===== src/i2e_pkg.sv =====
// constants and register map of the bus error, dma request and low-power block
package i2e_pkg;
   // =====================================================================
   // bus and clock
   // =====================================================================
   localparam int unsigned ADDR_W        = 8;
   localparam int unsigned DATA_W        = 32;
   localparam int unsigned BYTE_W        = 8;
   localparam int unsigned CLK_PERIOD_NS = 8;

   // =====================================================================
   // register byte addresses
   // =====================================================================
   localparam logic [ADDR_W-1:0] OFF_CTRL = 8'h00;
   localparam logic [ADDR_W-1:0] OFF_CNT  = 8'h04;
   localparam logic [ADDR_W-1:0] OFF_TOUT = 8'h08;
   localparam logic [ADDR_W-1:0] OFF_STAT = 8'h0c;
   localparam logic [ADDR_W-1:0] OFF_CLR  = 8'h10;
   localparam logic [ADDR_W-1:0] OFF_RXD  = 8'h14;
   localparam logic [ADDR_W-1:0] OFF_TXD  = 8'h18;
   localparam logic [ADDR_W-1:0] OFF_DBG  = 8'h1c;

   // =====================================================================
   // control_reg_one fields
   // =====================================================================
   localparam int unsigned CB_ON    = 0;
   localparam int unsigned CB_ERROR_IRQ_ENABLE = 7;
   localparam int unsigned CB_TXDMA = 14;
   localparam int unsigned CB_RXDMA = 15;
   localparam int unsigned CB_NOSTR = 17;
   localparam int unsigned CB_WUP   = 18;
   localparam int unsigned CB_HOST  = 20;
   localparam int unsigned CB_NOTE  = 22;
   localparam int unsigned CB_PEC   = 23;

   // =====================================================================
   // timeout register fields
   // =====================================================================
   localparam int unsigned TB_LOW_LSB = 0;
   localparam int unsigned TB_IDLE    = 12;
   localparam int unsigned TB_LOW_EN  = 15;
   localparam int unsigned TB_EXT_LSB = 16;
   localparam int unsigned TB_EXT_EN  = 31;

   // =====================================================================
   // status and clear fields, debug freeze bit
   // =====================================================================
   localparam int unsigned SB_TXE   = 0;
   localparam int unsigned SB_TXRDY = 1;
   localparam int unsigned SB_RXF   = 2;
   localparam int unsigned SB_OVR   = 3;
   localparam int unsigned SB_PEC   = 4;
   localparam int unsigned SB_TOUT  = 5;
   localparam int unsigned SB_ALERT = 6;
   localparam int unsigned SB_DONE  = 7;
   localparam int unsigned DB_FRZ   = 0;

   // =====================================================================
   // values and timing
   // =====================================================================
   localparam logic [BYTE_W-1:0] FILL_BYTE = 8'hff;
   localparam logic [DATA_W-1:0] ZERO_WORD = 32'h0000_0000;
   localparam int unsigned TOUT_UNIT_NS = 64;
   localparam int unsigned UNIT_W       = 8;
   localparam logic [UNIT_W-1:0] UNIT_CYC = UNIT_W'(
      (TOUT_UNIT_NS + CLK_PERIOD_NS - 1) / CLK_PERIOD_NS);
endpackage : i2e_pkg


===== src/i2e_top.sv =====
// error detection, dma requests and low-power control of the bus controller
// Functional notes
// - no-stretch slave, byte into full receive register: drop it, nack, overrun.
// - no-stretch slave, first byte after stop: send loaded transmit byte, else all ones.
// - no-stretch slave, transmit register empty when due: send 0xff, overrun.
// - overrun sets its status flag and the error interrupt if enabled.
// - received check byte unequal to computed value gets a nack.
// - check mismatch sets its flag and the error interrupt if enabled.
// - idle select clear: clock low for low limit gives timeout.
// - idle select set: both lines high for low limit gives timeout.
// - master cumulative clock extension reaching extend limit gives timeout.
// - slave cumulative clock extension reaching extend limit gives timeout.
// - timeout as master requests an automatic stop condition.
// - timeout as slave releases both bus lines.
// - timeout sets its flag and the error interrupt if enabled.
// - host mode and pin detect on: falling notify edge sets alert flag.
// - transmit dma enabled: request whenever transmit-ready is set.
// - receive dma enabled: request whenever receive-full is set, check byte too.
// - transfer end and check byte slot come from the internal byte counter.
// - debug halt freezes or runs the timeout counters, per a config bit.
// - registers kept in stop; enabled wakeup on internal oscillator wakes on match.
// - block off releases lines and returns state and flags to reset.
`timescale 1ns/1ps
module i2e_top
   import i2e_pkg::*;
#(
   parameter int unsigned LIMIT_W = 12,
   parameter int unsigned COUNT_W = 8
) (
   input  logic              mclk,          // kernel clock
   input  logic              nrst,          // async reset, active low
   input  logic [ADDR_W-1:0] reg_addr,      // register byte address
   input  logic [DATA_W-1:0] reg_wdata,     // register write data
   input  logic              reg_wr,        // write strobe
   input  logic              reg_rd,        // read strobe
   output logic [DATA_W-1:0] reg_rdata,     // read data, cycle after strobe
   input  logic              scl_in,        // clock line level
   input  logic              sda_in,        // data line level
   input  logic              notify_pin,    // sideband_notify_pin level
   input  logic              is_master,     // engine acts as master
   input  logic              is_slave,      // engine is addressed slave
   input  logic              start_stb,     // transfer starts, load counter
   input  logic              byte_rx_stb,   // a byte was received
   input  logic [BYTE_W-1:0] rx_byte,       // received byte
   input  logic [BYTE_W-1:0] pec_value,     // computed check value
   input  logic              tx_req,        // transmitter wants data
   input  logic              tx_due_stb,    // a data byte must be sent now
   input  logic              stop_detected, // stop_detected_flag
   input  logic              stretch_ext,   // device holds clock low
   input  logic              dbg_halt,      // processor halted
   input  logic              stop_mode,     // system in stop mode
   input  logic              osc_internal,  // clocked by internal_rc_osc
   input  logic              addr_match_stb,// address recognised
   output logic [BYTE_W-1:0] tx_byte,       // byte to send
   output logic              tx_byte_stb,   // tx_byte valid, one cycle
   output logic              force_nack,    // nack this byte, one cycle
   output logic              auto_stop,     // request stop, one cycle
   output logic              lines_release, // release data and clock lines
   output logic              pec_slot,      // next byte is the check byte
   output logic              xfer_done,     // byte counter exhausted
   output logic              err_irq,       // error interrupt
   output logic              tx_dma_req,    // transmit dma request
   output logic              rx_dma_req,    // receive dma request
   output logic              wake_req       // stop mode wakeup, one cycle
);
   // =====================================================================
   // state
   // =====================================================================
   typedef struct packed {
      logic               on;
      logic               err_ie;
      logic               txdma_en;
      logic               rxdma_en;
      logic               nostr;
      logic               wup_en;
      logic               host_en;
      logic               note_en;
      logic               pec_en;
      logic [COUNT_W-1:0] cnt_cfg;
      logic [LIMIT_W-1:0] low_lim;
      logic               idle_sel;
      logic               low_en;
      logic [LIMIT_W-1:0] ext_lim;
      logic               ext_en;
      logic               dbg_frz;
      logic [BYTE_W-1:0]  rxd;
      logic [BYTE_W-1:0]  txd;
      logic               rx_full;
      logic               tx_empty;
      logic               tx_rdy;
      logic               ovr_f;
      logic               pec_f;
      logic               tout_f;
      logic               alert_f;
      logic [COUNT_W-1:0] cnt;
      logic [UNIT_W-1:0]  presc;
      logic [LIMIT_W-1:0] low_cnt;
      logic [LIMIT_W-1:0] ext_cnt;
      logic               note_prev;
      logic [DATA_W-1:0]  rdata;
      logic [BYTE_W-1:0]  tx_byte;
      logic               tx_stb;
      logic               nack;
      logic               auto_stop;
      logic               rel_hold;
      logic               lines_rel;
      logic               pec_slot;
      logic               done;
      logic               err_irq;
      logic               txdma_req;
      logic               rxdma_req;
      logic               wake;
   } i2e_state_s;

   localparam i2e_state_s ST_RST = '{
      tx_empty:  1'b1,
      note_prev: 1'b1,
      lines_rel: 1'b1,
      done:      1'b1,
      default:   '0
   };

   i2e_state_s s_q;
   i2e_state_s s_d;
   logic [2:0] pins_s;
   logic       scl_s;
   logic       sda_s;
   logic       note_s;

   function automatic logic hit(input logic [ADDR_W-1:0] a,
                                input logic [ADDR_W-1:0] off);
      hit = (a == off);
   endfunction : hit

   // =====================================================================
   // pin synchroniser
   // =====================================================================
   i2e_sync #(
      .W (3)
   ) u_sync (
      .mclk (mclk),
      .nrst (nrst),
      .din  ({notify_pin, sda_in, scl_in}),
      .dout (pins_s)
   );

   assign scl_s  = pins_s[0];
   assign sda_s  = pins_s[1];
   assign note_s = pins_s[2];

   // =====================================================================
   // next state
   // =====================================================================
   always_comb begin
      logic              tick;
      logic              frz;
      logic              cond_a;
      logic              tout_ev;
      logic              ovr_ev;
      logic              pec_ev;
      logic              alert_ev;
      logic              tx_take;
      logic              rd_rx;
      logic              wr_tx;
      logic [DATA_W-1:0] clr;
      logic [DATA_W-1:0] stat;
      tick     = 1'b0;
      frz      = dbg_halt & s_q.dbg_frz;
      cond_a   = 1'b0;
      tout_ev  = 1'b0;
      ovr_ev   = 1'b0;
      pec_ev   = 1'b0;
      alert_ev = 1'b0;
      tx_take  = 1'b0;
      rd_rx    = reg_rd & hit(reg_addr, OFF_RXD);
      wr_tx    = reg_wr & hit(reg_addr, OFF_TXD);
      clr      = (reg_wr & hit(reg_addr, OFF_CLR)) ? reg_wdata : ZERO_WORD;
      stat     = ZERO_WORD;
      s_d      = s_q;
      s_d.tx_stb    = 1'b0;
      s_d.nack      = 1'b0;
      s_d.auto_stop = 1'b0;
      s_d.wake      = 1'b0;
      s_d.rdata     = ZERO_WORD;

      // configuration writes, kept through stop mode
      if (reg_wr & hit(reg_addr, OFF_CTRL)) begin
         s_d.on       = reg_wdata[CB_ON];
         s_d.err_ie   = reg_wdata[CB_ERROR_IRQ_ENABLE];
         s_d.txdma_en = reg_wdata[CB_TXDMA];
         s_d.rxdma_en = reg_wdata[CB_RXDMA];
         s_d.nostr    = reg_wdata[CB_NOSTR];
         s_d.wup_en   = reg_wdata[CB_WUP];
         s_d.host_en  = reg_wdata[CB_HOST];
         s_d.note_en  = reg_wdata[CB_NOTE];
         s_d.pec_en   = reg_wdata[CB_PEC];
      end
      if (reg_wr & hit(reg_addr, OFF_CNT)) begin
         s_d.cnt_cfg = reg_wdata[COUNT_W-1:0];
      end
      if (reg_wr & hit(reg_addr, OFF_TOUT)) begin
         s_d.low_lim  = reg_wdata[TB_LOW_LSB +: LIMIT_W];
         s_d.idle_sel = reg_wdata[TB_IDLE];
         s_d.low_en   = reg_wdata[TB_LOW_EN];
         s_d.ext_lim  = reg_wdata[TB_EXT_LSB +: LIMIT_W];
         s_d.ext_en   = reg_wdata[TB_EXT_EN];
      end
      if (reg_wr & hit(reg_addr, OFF_DBG)) begin
         s_d.dbg_frz = reg_wdata[DB_FRZ];
      end

      // timeout time base, held while frozen by debug halt
      if (!frz) begin
         if (s_q.presc == UNIT_W'(UNIT_CYC - 1'b1)) begin
            s_d.presc = '0;
            tick      = 1'b1;
         end else begin
            s_d.presc = UNIT_W'(s_q.presc + 1'b1);
         end
      end

      // low or idle timer
      cond_a = s_q.idle_sel ? (scl_s & sda_s) : ~scl_s;
      if (!cond_a) begin
         s_d.low_cnt = '0;
      end else if (tick && s_q.low_cnt != s_q.low_lim) begin
         s_d.low_cnt = LIMIT_W'(s_q.low_cnt + 1'b1);
         if (s_q.low_en && s_d.low_cnt == s_q.low_lim) begin
            tout_ev = 1'b1;
         end
      end

      // cumulative extension timer, restarted by each transfer
      if (start_stb) begin
         s_d.ext_cnt = '0;
      end else if (stretch_ext && (is_master || is_slave) && tick &&
                   s_q.ext_cnt != s_q.ext_lim) begin
         s_d.ext_cnt = LIMIT_W'(s_q.ext_cnt + 1'b1);
         if (s_q.ext_en && s_d.ext_cnt == s_q.ext_lim) begin
            tout_ev = 1'b1;
         end
      end

      // automatic bus actions on timeout
      s_d.auto_stop = tout_ev & is_master;
      if (tout_ev && is_slave) begin
         s_d.rel_hold = 1'b1;
      end

      // receive path
      if (byte_rx_stb) begin
         if (s_q.nostr && is_slave && s_q.rx_full && !rd_rx) begin
            s_d.nack = 1'b1;
            ovr_ev   = 1'b1;
         end else begin
            s_d.rxd = rx_byte;
            if (s_q.pec_slot && rx_byte != pec_value) begin
               s_d.nack = 1'b1;
               pec_ev   = 1'b1;
            end
         end
      end
      if (rd_rx) begin
         s_d.rx_full = 1'b0;
      end
      if (byte_rx_stb && !ovr_ev) begin
         s_d.rx_full = 1'b1;
      end

      // transmit path; the check byte slot is served by the engine
      if (tx_due_stb && !s_q.pec_slot) begin
         if (!s_q.tx_empty) begin
            s_d.tx_byte  = s_q.txd;
            s_d.tx_stb   = 1'b1;
            s_d.tx_empty = 1'b1;
            tx_take      = 1'b1;
         end else if (s_q.nostr && is_slave) begin
            s_d.tx_byte = FILL_BYTE;
            s_d.tx_stb  = 1'b1;
            ovr_ev      = 1'b1;
            tx_take     = 1'b1;
         end
      end
      if (wr_tx) begin
         s_d.txd      = reg_wdata[BYTE_W-1:0];
         s_d.tx_empty = 1'b0;
      end

      // byte counter ends the transfer and places the check byte
      if (start_stb) begin
         s_d.cnt = s_q.cnt_cfg;
      end else if ((byte_rx_stb || tx_take) && s_q.cnt != '0) begin
         s_d.cnt = COUNT_W'(s_q.cnt - 1'b1);
      end
      s_d.done     = (s_d.cnt == '0);
      s_d.pec_slot = s_q.pec_en &&
                     (s_d.cnt == COUNT_W'(1));

      // notify pin falling edge
      s_d.note_prev = note_s;
      alert_ev = s_q.host_en & s_q.note_en &
                 s_q.note_prev & ~note_s;

      // sticky flags: clear first so a same-cycle event wins
      s_d.ovr_f   = (s_q.ovr_f & ~clr[SB_OVR]) | ovr_ev;
      s_d.pec_f   = (s_q.pec_f & ~clr[SB_PEC]) | pec_ev;
      s_d.tout_f  = (s_q.tout_f & ~clr[SB_TOUT]) | tout_ev;
      s_d.alert_f = (s_q.alert_f & ~clr[SB_ALERT]) | alert_ev;
      if (!s_d.tout_f) begin
         s_d.rel_hold = 1'b0;
      end

      // wakeup from stop on address match
      s_d.wake = stop_mode & s_q.wup_en & osc_internal &
                 s_q.on & addr_match_stb;

      // block off: reset state and flags, release lines
      if (!s_d.on) begin
         s_d.rx_full   = 1'b0;
         s_d.tx_empty  = 1'b1;
         s_d.ovr_f     = 1'b0;
         s_d.pec_f     = 1'b0;
         s_d.tout_f    = 1'b0;
         s_d.alert_f   = 1'b0;
         s_d.rel_hold  = 1'b0;
         s_d.cnt       = '0;
         s_d.done      = 1'b1;
         s_d.pec_slot  = 1'b0;
         s_d.low_cnt   = '0;
         s_d.ext_cnt   = '0;
         s_d.tx_stb    = 1'b0;
         s_d.nack      = 1'b0;
         s_d.auto_stop = 1'b0;
      end
      s_d.lines_rel = ~s_d.on | s_d.rel_hold;

      // requests and interrupt
      s_d.tx_rdy = s_d.tx_empty & tx_req & ~s_d.pec_slot &
                   ~s_d.done & s_d.on;
      s_d.txdma_req = s_d.txdma_en & s_d.tx_rdy;
      s_d.rxdma_req = s_d.rxdma_en & s_d.rx_full;
      s_d.err_irq = s_d.err_ie & (s_d.ovr_f | s_d.pec_f |
                    s_d.tout_f | s_d.alert_f);

      // read data
      stat[SB_TXE]   = s_q.tx_empty;
      stat[SB_TXRDY] = s_q.tx_rdy;
      stat[SB_RXF]   = s_q.rx_full;
      stat[SB_OVR]   = s_q.ovr_f;
      stat[SB_PEC]   = s_q.pec_f;
      stat[SB_TOUT]  = s_q.tout_f;
      stat[SB_ALERT] = s_q.alert_f;
      stat[SB_DONE]  = s_q.done;
      if (reg_rd) begin
         case (reg_addr)
            OFF_CTRL: begin
               s_d.rdata[CB_ON]    = s_q.on;
               s_d.rdata[CB_ERROR_IRQ_ENABLE] = s_q.err_ie;
               s_d.rdata[CB_TXDMA] = s_q.txdma_en;
               s_d.rdata[CB_RXDMA] = s_q.rxdma_en;
               s_d.rdata[CB_NOSTR] = s_q.nostr;
               s_d.rdata[CB_WUP]   = s_q.wup_en;
               s_d.rdata[CB_HOST]  = s_q.host_en;
               s_d.rdata[CB_NOTE]  = s_q.note_en;
               s_d.rdata[CB_PEC]   = s_q.pec_en;
            end
            OFF_CNT: begin
               s_d.rdata[COUNT_W-1:0] = s_q.cnt_cfg;
            end
            OFF_TOUT: begin
               s_d.rdata[TB_LOW_LSB +: LIMIT_W] = s_q.low_lim;
               s_d.rdata[TB_IDLE]   = s_q.idle_sel;
               s_d.rdata[TB_LOW_EN] = s_q.low_en;
               s_d.rdata[TB_EXT_LSB +: LIMIT_W] = s_q.ext_lim;
               s_d.rdata[TB_EXT_EN] = s_q.ext_en;
            end
            OFF_STAT: begin
               s_d.rdata = stat;
            end
            OFF_RXD: begin
               s_d.rdata[BYTE_W-1:0] = s_q.rxd;
            end
            OFF_DBG: begin
               s_d.rdata[DB_FRZ] = s_q.dbg_frz;
            end
            default: begin
               s_d.rdata = ZERO_WORD;
            end
         endcase
      end
   end

   // =====================================================================
   // registers
   // =====================================================================
   always_ff @(posedge mclk or negedge nrst) begin
      if (!nrst) begin
         s_q <= ST_RST;
      end else begin
         s_q <= s_d;
      end
   end

   // =====================================================================
   // outputs
   // =====================================================================
   assign reg_rdata     = s_q.rdata;
   assign tx_byte       = s_q.tx_byte;
   assign tx_byte_stb   = s_q.tx_stb;
   assign force_nack    = s_q.nack;
   assign auto_stop     = s_q.auto_stop;
   assign lines_release = s_q.lines_rel;
   assign pec_slot      = s_q.pec_slot;
   assign xfer_done     = s_q.done;
   assign err_irq       = s_q.err_irq;
   assign tx_dma_req    = s_q.txdma_req;
   assign rx_dma_req    = s_q.rxdma_req;
   assign wake_req      = s_q.wake;
endmodule : i2e_top


===== src/i2e_sync.sv =====
// two flip-flop synchroniser for pin inputs
`timescale 1ns/1ps
module i2e_sync #(
   parameter int unsigned W = 3
) (
   input  logic         mclk,  // kernel clock
   input  logic         nrst,  // async reset, active low
   input  logic [W-1:0] din,   // asynchronous inputs
   output logic [W-1:0] dout   // synchronised outputs
);
   typedef struct packed {
      logic [W-1:0] meta;
      logic [W-1:0] stab;
   } i2e_sync_s;
   i2e_sync_s s_q;
   i2e_sync_s s_d;
   always_comb begin
      s_d      = s_q;
      s_d.meta = din;
      s_d.stab = s_q.meta;
   end
   // pins idle high on the bus
   always_ff @(posedge mclk or negedge nrst) begin
      if (!nrst) begin
         s_q <= '1;
      end else begin
         s_q <= s_d;
      end
   end

   assign dout = s_q.stab;
endmodule : i2e_sync


===== config.mk =====
export PLATFORM = sky130hd
export DESIGN_NAME = i2e_top
export DESIGN_NICKNAME = d
export VERILOG_FILES = /design/src/i2e_pkg.sv /design/src/i2e_top.sv /design/src/i2e_sync.sv
export SDC_FILE = /design/constraint.sdc
export NUM_CORES = 1
export LEC_CHECK = 0
export ABC_AREA = 0
export BUFFER_PORTS_ARGS = -buffer_cell sky130_fd_sc_hd__buf_4
export CORE_MARGIN = 2
export CORE_UTILIZATION = 47
export DETAILED_ROUTE_END_ITERATION = 10
export GPL_ROUTABILITY_DRIVEN = 0
export PLACE_DENSITY = 0.71
export SLEW_MARGIN = 20
export SYNTH_ARGS = -nofsm -noshare
export SYNTH_HDL_FRONTEND = slang
export SYNTH_SLANG_ARGS = --single-unit
export TNS_END_PERCENT = 5

===== constraint.sdc =====
create_clock -name mclk -period 2.7 [get_ports mclk]
set_input_delay 0.135 -clock mclk [delete_from_list [all_inputs] [get_ports mclk]]
set_output_delay 0.135 -clock mclk [all_outputs]
set_load 0.02 [all_outputs]

## Word level (Yosys, flattened, before mapping)

Index checks and enable logic that the tools add are counted.

- Register bits after elaboration: 166
- Bits of input ports: 75
- Logic and storage cells: 197

- Add/subtract/negate cells: 4
- Eq/ne operators: 17
- Muxes and demuxes: 60
- Bitwise logic cells: 46
- Reduce and logical (&&, ||, !) cells: 25

Operator list:

| kind | number |
|---|---|
| $mux W12 | 5 |
| $mux W1 | 34 |
| $eq A8 B5 Y1 const B | 4 |
| $mux W32 | 1 |
| $and A1 B1 Y1 | 28 |
| $mux W9 | 3 |
| $add A12 B1 Y12 const B | 2 |
| $eq A12 B12 Y1 | 2 |
| $mux W24 | 1 |
| $mux W8 | 3 |
| $ne A12 B12 Y1 | 2 |
| $pmux W6 S4 | 1 |
| $eq A8 B3 Y1 const B | 2 |
| $eq A8 B4 Y1 const B | 2 |
| $logic_not A8 Y1 | 2 |
| $logic_and A1 B1 Y1 | 15 |
| $not A1 Y1 | 10 |
| $add A8 B1 Y8 const B | 1 |
| $eq A8 B1 Y1 const B | 1 |
| $mux W4 | 2 |
| $ne A8 B8 Y1 | 1 |
| $or A1 B1 Y1 | 8 |
| $pmux W2 S2 | 2 |
| $reduce_bool A8 Y1 | 1 |
| 12 further kinds | 19 |

## Logic depth before layout (Yosys ltp)

Gate-level depths: netlist of the first run.

- Word-level depth: 16
- Depth in mapped cells: 9
- Mapped depth without buffers: 9

## By module

A second synthesis of the first run with hierarchy kept.

- Cells, all modules: 722
- Area, all modules: 8161.6 um2

Modules (own cells, without submodules):

| module | instances | cells each | area each (um2) | sequential area each (um2) |
|---|---|---|---|---|
| i2e_top | 1 | 716 | 8003.9 | 3908.7 |
| i2e_sync | 1 | 6 | 157.7 | 157.7 |

## Worst setup path before layout of the first run

Ideal clock, no wire load.

- Path kind: reg-to-reg
- Start: reg s_q[64] in the netlist's numbering
- End: reg s_q (netlist bit err_irq)
- Setup time: 82 ps
- Data arrival time: 2574 ps
- Data required time: 2618 ps
- Setup slack: 44 ps
- Stages on the path, launching flop included: 9
- Path buffers: 0
- Period minus slack after synthesis: 2656 ps
- Cell sequence: dfrtp_1 ha_1 nand2_1 or3_4 xor2_1 or4_4 or4b_1 o211a_1 a31oi_1

RTL lines:

| element | RTL line | text |
|---|---|---|
| start, declared | i2e_top.sv:123 | `i2e_state_s s_q;` |
| start signal, assigned | i2e_top.sv:398 | `s_q <= ST_RST;` |
| start signal, assigned | i2e_top.sv:400 | `s_q <= s_d;` |

==> flow_metrics.tcl, run 1 <==
set metrics [dict create \
    numPortBuffers 115 \
    n_fill_cell 1432 \
    track_usage_pct 22.18 \
    crit_arrival_ns 2.98 \
    clkTransAtPathRegs_ns 0.06 \
    design.core.area_um2 17060 \
    wl_per_cell_um 17.35 \
    use_met2_pct 34.88 \
    period_share_pct 96.62 \
    worstHoldPathCells 2 \
    hpwlAfterDp_um 14040 \
    cts.sinks 162 \
    timing.hold.ws_ns 0.007405 \
    insertion_delay_ns 0.44 \
    r2r_cells 7 \
    boundaryPins 125 \
    status "finished, final reports clean" \
    area_delta_synth_final_pct 24.87 \
    worstHoldStart "reg_wdata[14]" \
    fmaxAchievable_mhz 383.3 \
    antennaDiodeCount 0 \
    ys_warn_count 0 \
    yosysTopAreaCellShare_pct 46.93 \
    cp.required_ns 3.07 \
    vias 6084 \
    clockBufferDepth 2 \
    path_class "flop to flop" \
    final_nets 960 \
    hp-class "primary input to flop" \
    die_area_um2 18310 \
    power_density_nw_per_um2 551.9 \
    min_period_ns 2.609 \
    die_w_um 135.3 \
    yosysSeqAreaShare_pct 50.17 \
    drv_slew 0 \
    rsz0062_at_grt "no" \
    grt_first_pass_wirelength_um 31400 \
    maxCapViolCount 0 \
    async_flop_share_pct 100.0 \
    cp-end-kind "flop" \
    yosysMostFrequentCell "dfrtp_1" \
    synth_cell_type_count 67 \
    synth_seq_cells 162 \
    htreeDepth 4 \
    syn_avg_cell_area_um2 10.92 \
    drtIter0Drc 412 \
    grt_max_degree 76 \
    rows 48 \
    slowest_delay_ns 0.64 \
    fin_skew_ns 0.01173 \
    drc 0 \
    fp.dieH_um 135.3 \
    worst_slew_pin_slew_ns 0.7170 \
    grt_overflow 0 \
    wl_um 19420 \
    setup_ws_ns 0.09123 \
    worst_hold_path.endpoint "s_q[157]$_DFF_PN0_" \
    cpLargestDelayFamily "simple AND/OR/NAND/NOR gates" \
    grt_busiest_layer "met2" \
    critPathBufInv 0 \
    antenna_left 0 \
    p_leak_nw 4.496 \
    cp_max_fo 6 \
    yosysTopAreaCell "dfrtp_1" \
    critPathSlowestCell "or4_1" \
    cp_cell_sequence "or4_1 -> or3_4 -> nand2_4 -> mux2i_1 -> a211o_1 -> nor4_4 -> and3_1" \
    first_pass_iters 5 \
    synth_area_leaders "dfrtp_1 (47%), mux2_2 (8.8%), xnor2_1 (5.9%)" \
    register_area_um2 4068 \
    reg2reg_to "pec_slot$_DFF_PN0_" \
    rrSetupSlack_ns 0.09 \
    synth-main-ff-cell "dfrtp_1" \
    crit_path_start_kind "flop" \
    start_util_pct 47.52 \
    root_buffer "clkbuf_16" \
    reg2reg_from "s_q[87]$_DFF_PN0_" \
    grt_use_met1_pct 30.69 \
    hold_viol 0 \
    via_per_inst 5.437 \
    fin_setup_tns_ns 0 \
    max-vdd-ir-drop_uv 466.7 \
    setup_viol 0 \
    slew_headroom_pct 52.20 \
    cts_tree "built" \
    use_met3_pct 5.051 \
    netlist_area_um2 8105 \
    numCtsBuffers 17 \
    synth_edf_count 0 \
    multi_input_area_um2 3618 \
    synth.top_cells.by_count "dfrtp_1 (152), mux2_2 (63), xnor2_1 (55)" \
    grt_antenna_before_repair 0 \
    first_global_vias 6044 \
    dp_slack_ns 0.007811 \
    layout-drive-gt1-share_pct 30.09 \
    synth_cells 742 \
]
-- worst max path at each step --
| stage | start | end | slack, ns | cells after the start |
|---|---|---|---|---|
| 6_report | s_q[87]$_DFF_PN0_ | pec_slot$_DFF_PN0_ | 0.09 | 7 |
| 5_1_grt | s_q[97]$_DFF_PN1_ | pec_slot$_DFF_PN0_ | 0.004 | 7 |
| 4_1_cts | s_q[65]$_DFFE_PN0P_ | err_irq$_DFF_PN0_ | 0.004 | 8 |
| 3_5_place_dp | s_q[65]$_DFFE_PN0P_ | err_irq$_DFF_PN0_ | 0.008 | 8 |
| 3_3_place_gp | s_q[64]$_DFFE_PN0P_ | err_irq$_DFF_PN0_ | 0.06 | 8 |
| 2_1_floorplan | s_q[64]$_DFFE_PN0P_ | err_irq$_DFF_PN0_ | 0.04 | 8 |
-- layer usage --
metal | up-vias | wire length [um] | part of all wire (%)
met4 | 0 | 293 | 1.5
met2 | 169 | 9045 | 47
met3 | 22 | 977 | 5.0
met1 | 3003 | 9100 | 47
li1 | 2890 | - | -
met5 | - | 0 | 0
-- worst register-to-register path: cells and delay by family, from the launching register on --
kind | cells | cell delay [ns]
flip-flops | 1 | 0.42
AND/OR/NAND/NOR | 5 | 1.73
multiplexers | 1 | 0.07
AO/OA/AOI/OAI | 1 | 0.32
-- final cells by class --
class                           count  area share (%)
Multi-Input combinational cell    502           35.75
Timing Repair Buffer              186           15.19
Sequential cell                   162           40.19
Clock inverter                      9          0.7170
Clock buffer                       23           4.920
Inverter                           12          0.4450
Tap cell                          225           2.782
-- cell usage in the layout (no fill, tap or decap), types with 8 or more instances in the layout --
master / Yosys / routed
dfrtp_1: 152 / 151
buf_4: 42 / 138
mux2_2: 63 / 63
xnor2_1: 55 / 54
nor2_1: 46 / 46
dlygate4sd3_1: 0 / 45
nand2_1: 37 / 36
nand3_1: 27 / 27
nor3_1: 23 / 23
and2_1: 23 / 23
nand4_1: 19 / 19
a21oi_1: 18 / 18
clkbuf_16: 0 / 17
a22oi_1: 15 / 15
xor2_1: 14 / 14
o21ai_0: 14 / 14
inv_1: 12 / 12
and3_1: 11 / 11
dfstp_2: 10 / 10
nor2b_1: 8 / 8
nand2b_1: 8 / 8
o22a_1: 8 / 8
-- per-stage QoR --
step                instances  cell area (um^2)  total power [mW]  util [%]
floorplan                 745              8117             3.018         -
global placement         1041              9059             3.265     53.11
detailed placement       1041              9059             3.282     53.11
CTS                      1118             10080             5.629     59.11
global route             1119             10120             5.818     59.34
finish                   1119             10120             5.586     59.34
-- cell families after synthesis --
group	count (synthesis)	synth area share [%]
DFF	162	50.17
buffers and inverters	81	5.727
and+or+nand+nor	248	16.95
AOI/OAI and AO/OA	111	9.911
xor gates and xnor gates	69	7.456
other	1	0.04627
adders and majority gates	4	0.6175
muxes	66	9.123
-- flip-flops by register name (all words and copies together), names as in the netlist, 3 cells and up --
register,count
u_sync.dout,3
u_sync.s_d,3
s_q,110
tx_byte,8
reg_rdata,28
-- report_power, final --
group / leakage [nW] / total (mW) / switching, mW / internal, mW
clock: 0.265 / 2.29 / 0.983 / 1.31
sequential: 2.18 / 2.67 / 0.119 / 2.55
combinational: 2.05 / 0.623 / 0.296 / 0.327
total: 4.50 / 5.59 / 1.40 / 4.19
-- timing repair --
action | CTS | global route
buffers inserted | 0 | 1
hold buffers | 45 | 0
endpoints found under the hold margin | 126 | 0
endpoints found under the setup margin | 1 | 3
gates resized for setup | 1 | 6
cloned | 0 | 0
pin swaps | 0 | 5
Power figures use the tool's default switching activity.
==> run 2: changes to the inputs <==
CELL_PAD_IN_SITES_DETAIL_PLACEMENT = 1   (was not set)
CELL_PAD_IN_SITES_GLOBAL_PLACEMENT = 1   (was not set)
CORE_UTILIZATION = 41   (was 47)
PLACE_DENSITY = not set   (was 0.71)
PLACE_DENSITY_LB_ADDON = 0.1   (was not set)
==> flow_metrics.tcl, run 2 (synthesized netlist as in run 1, its figures left out) <==
set metrics [dict create \
    max-vdd-ir-drop_uv 402.7 \
    layout_commonest_cell "dfrtp_1" \
    slew_headroom_pct 42.54 \
    cp.required_ns 3.05 \
    via_per_inst 5.419 \
    grt_overflow 0 \
    rsz0062_at_grt "yes" \
    hpwlAfterDp_um 16430 \
    fp.dieH_um 144.6 \
    wl_per_cell_um 19.81 \
    insertion_delay_ns 0.44 \
    drtIter0Drc 249 \
    track_usage_pct 23.17 \
    final_cell_mix "dfrtp_1 (152), buf_4 (145), mux2_2 (63), xnor2_1 (55)" \
    rows 51 \
    power_density_nw_per_um2 570.4 \
    die_area_um2 20910 \
    drc 0 \
    vias 6318 \
    cp_max_fo 3 \
    final_nets 967 \
    multi_input_area_um2 3618 \
    maxCapViolCount 0 \
    worst_slew_pin_slew_ns 0.8620 \
    antenna_left 0 \
    numCtsBuffers 17 \
    status "finished, final reports clean" \
    layout-drive-gt1-share_pct 30.74 \
    grt_antenna_before_repair 0 \
    register_area_um2 4066 \
    numPortBuffers 115 \
    first_global_vias 6822 \
    clkTransAtPathRegs_ns 0.07 \
    rrSetupSlack_ns 0.08 \
    path_class "flop to flop" \
    crit_path_start_kind "flop" \
    die_w_um 144.6 \
    crit_arrival_ns 2.96 \
    drv_slew 0 \
    boundaryPins 125 \
    place_area_um2 9126 \
    design.core.area_um2 19460 \
    fmaxAchievable_mhz 382.3 \
    start_util_pct 41.65 \
    cp-end-kind "flop" \
    wl_um 23100 \
    fin_setup_tns_ns 0 \
    min_period_ns 2.616 \
    cts_tree "built" \
    period_share_pct 96.89 \
    antennaDiodeCount 0 \
    grt_first_pass_wirelength_um 36650 \
    area_delta_synth_final_pct 26.44 \
    clockBufferDepth 2 \
    hp-class "primary input to flop" \
    cts.sinks 162 \
    power.total_mw 5.845 \
    postLayoutCellArea_um2 10250 \
    largest_register_ffs 110 \
    n_fill_cell 2129 \
    htreeDepth 4 \
    hold_viol 0 \
    p_leak_nw 4.564 \
    grt_max_degree 163 \
    fin_skew_ns 0.01110 \
    setup_viol 0 \
    first_pass_iters 5 \
    root_buffer "clkbuf_16" \
    largest_register "s_q" \
]
==> run 2: changes by cell type in the layout (fill, tap and decap cells not counted), sizes merged <==
| cell | before | now |
|---|---|---|
| clkinvlp | 5 | 0 |
| dlygate4sd3 | 45 | 46 |
| clkbuf | 23 | 19 |
| inv | 14 | 21 |
| bufinv | 0 | 2 |
| buf | 141 | 147 |
==> run 2: critical path: stages, from the launching register on <==
cell     delay (ns)
dfrtp_1        0.36
ha_2           0.20
nand2_2        0.07
or3_4          0.34
xor2_1         0.15
or4_4          0.52
or4b_4         0.50
o211a_1        0.24
a31oi_1        0.15
==> run 2: stage by stage <==
step / util [%] / setup slack, ns / hold WS [ns] / std cells
6_report: 52.66 / 0.08395 / 0.02294 / 1166
4_1_cts: 52.46 / 0.02433 / 0.005067 / 1164
3_3_place_gp: 46.89 / 0.02571 / 0.2436 / 1085
5_1_grt: 52.66 / -0.03657 / 0.01595 / 1166
3_5_place_dp: 46.89 / -0.08681 / 0.2450 / 1085
2_1_floorplan: - / 0.04375 / -0.1606 / 745
==> run 2: report_power, final <==
group	internal, mW	switching, mW
registers	2.55	0.125
clock network	1.43	1.09
logic	0.335	0.316
total	4.31	1.53
==> run 2: worst paths after layout <==
check	from	to	cells past startpoint
max in group asynchronous	nrst	s_q[89]$_DFF_PN0_	3
worst max-delay path	s_q[65]$_DFFE_PN0P_	err_irq$_DFF_PN0_	8
worst max register to register	s_q[65]$_DFFE_PN0P_	err_irq$_DFF_PN0_	8
worst min register to register	u_sync.s_d[1]$_DFF_PN1_	u_sync.dout[1]$_DFF_PN1_	0
worst min-delay path	byte_rx_stb	force_nack$_DFF_PN0_	3
min in group asynchronous	nrst	s_q[125]$_DFFE_PN0P_	3
==> run 2: final cells by class <==
| class | count | share of cell area (%) |
|---|---|---|
| multi-input cells | 502 | 35.31 |
| flip-flops and latches | 162 | 39.68 |
| inverters | 12 | 0.4395 |
| repair buffers | 193 | 15.42 |
| clock buffers | 19 | 4.322 |
| clock inverters | 13 | 1.599 |
| well taps | 265 | 3.235 |
==> run 2: timing repair <==
action / in CTS / in global routing
pin swaps: 5 / 3
hold endpoints to repair: 218 / 0
hold buffers: 46 / 0
setup buffers: 1 / 2
setup endpoints to repair: 3 / 9
resized for setup: 3 / 5
==> run 2: per-layer routing <==
metal	GRT usage, %	vias up	share of wire [%]
met5	0	-	0
met4	6.285	0	1.5
met3	4.404	27	4.2
met2	38.36	153	48
met1	31.28	3240	47
li1	-	2898	-
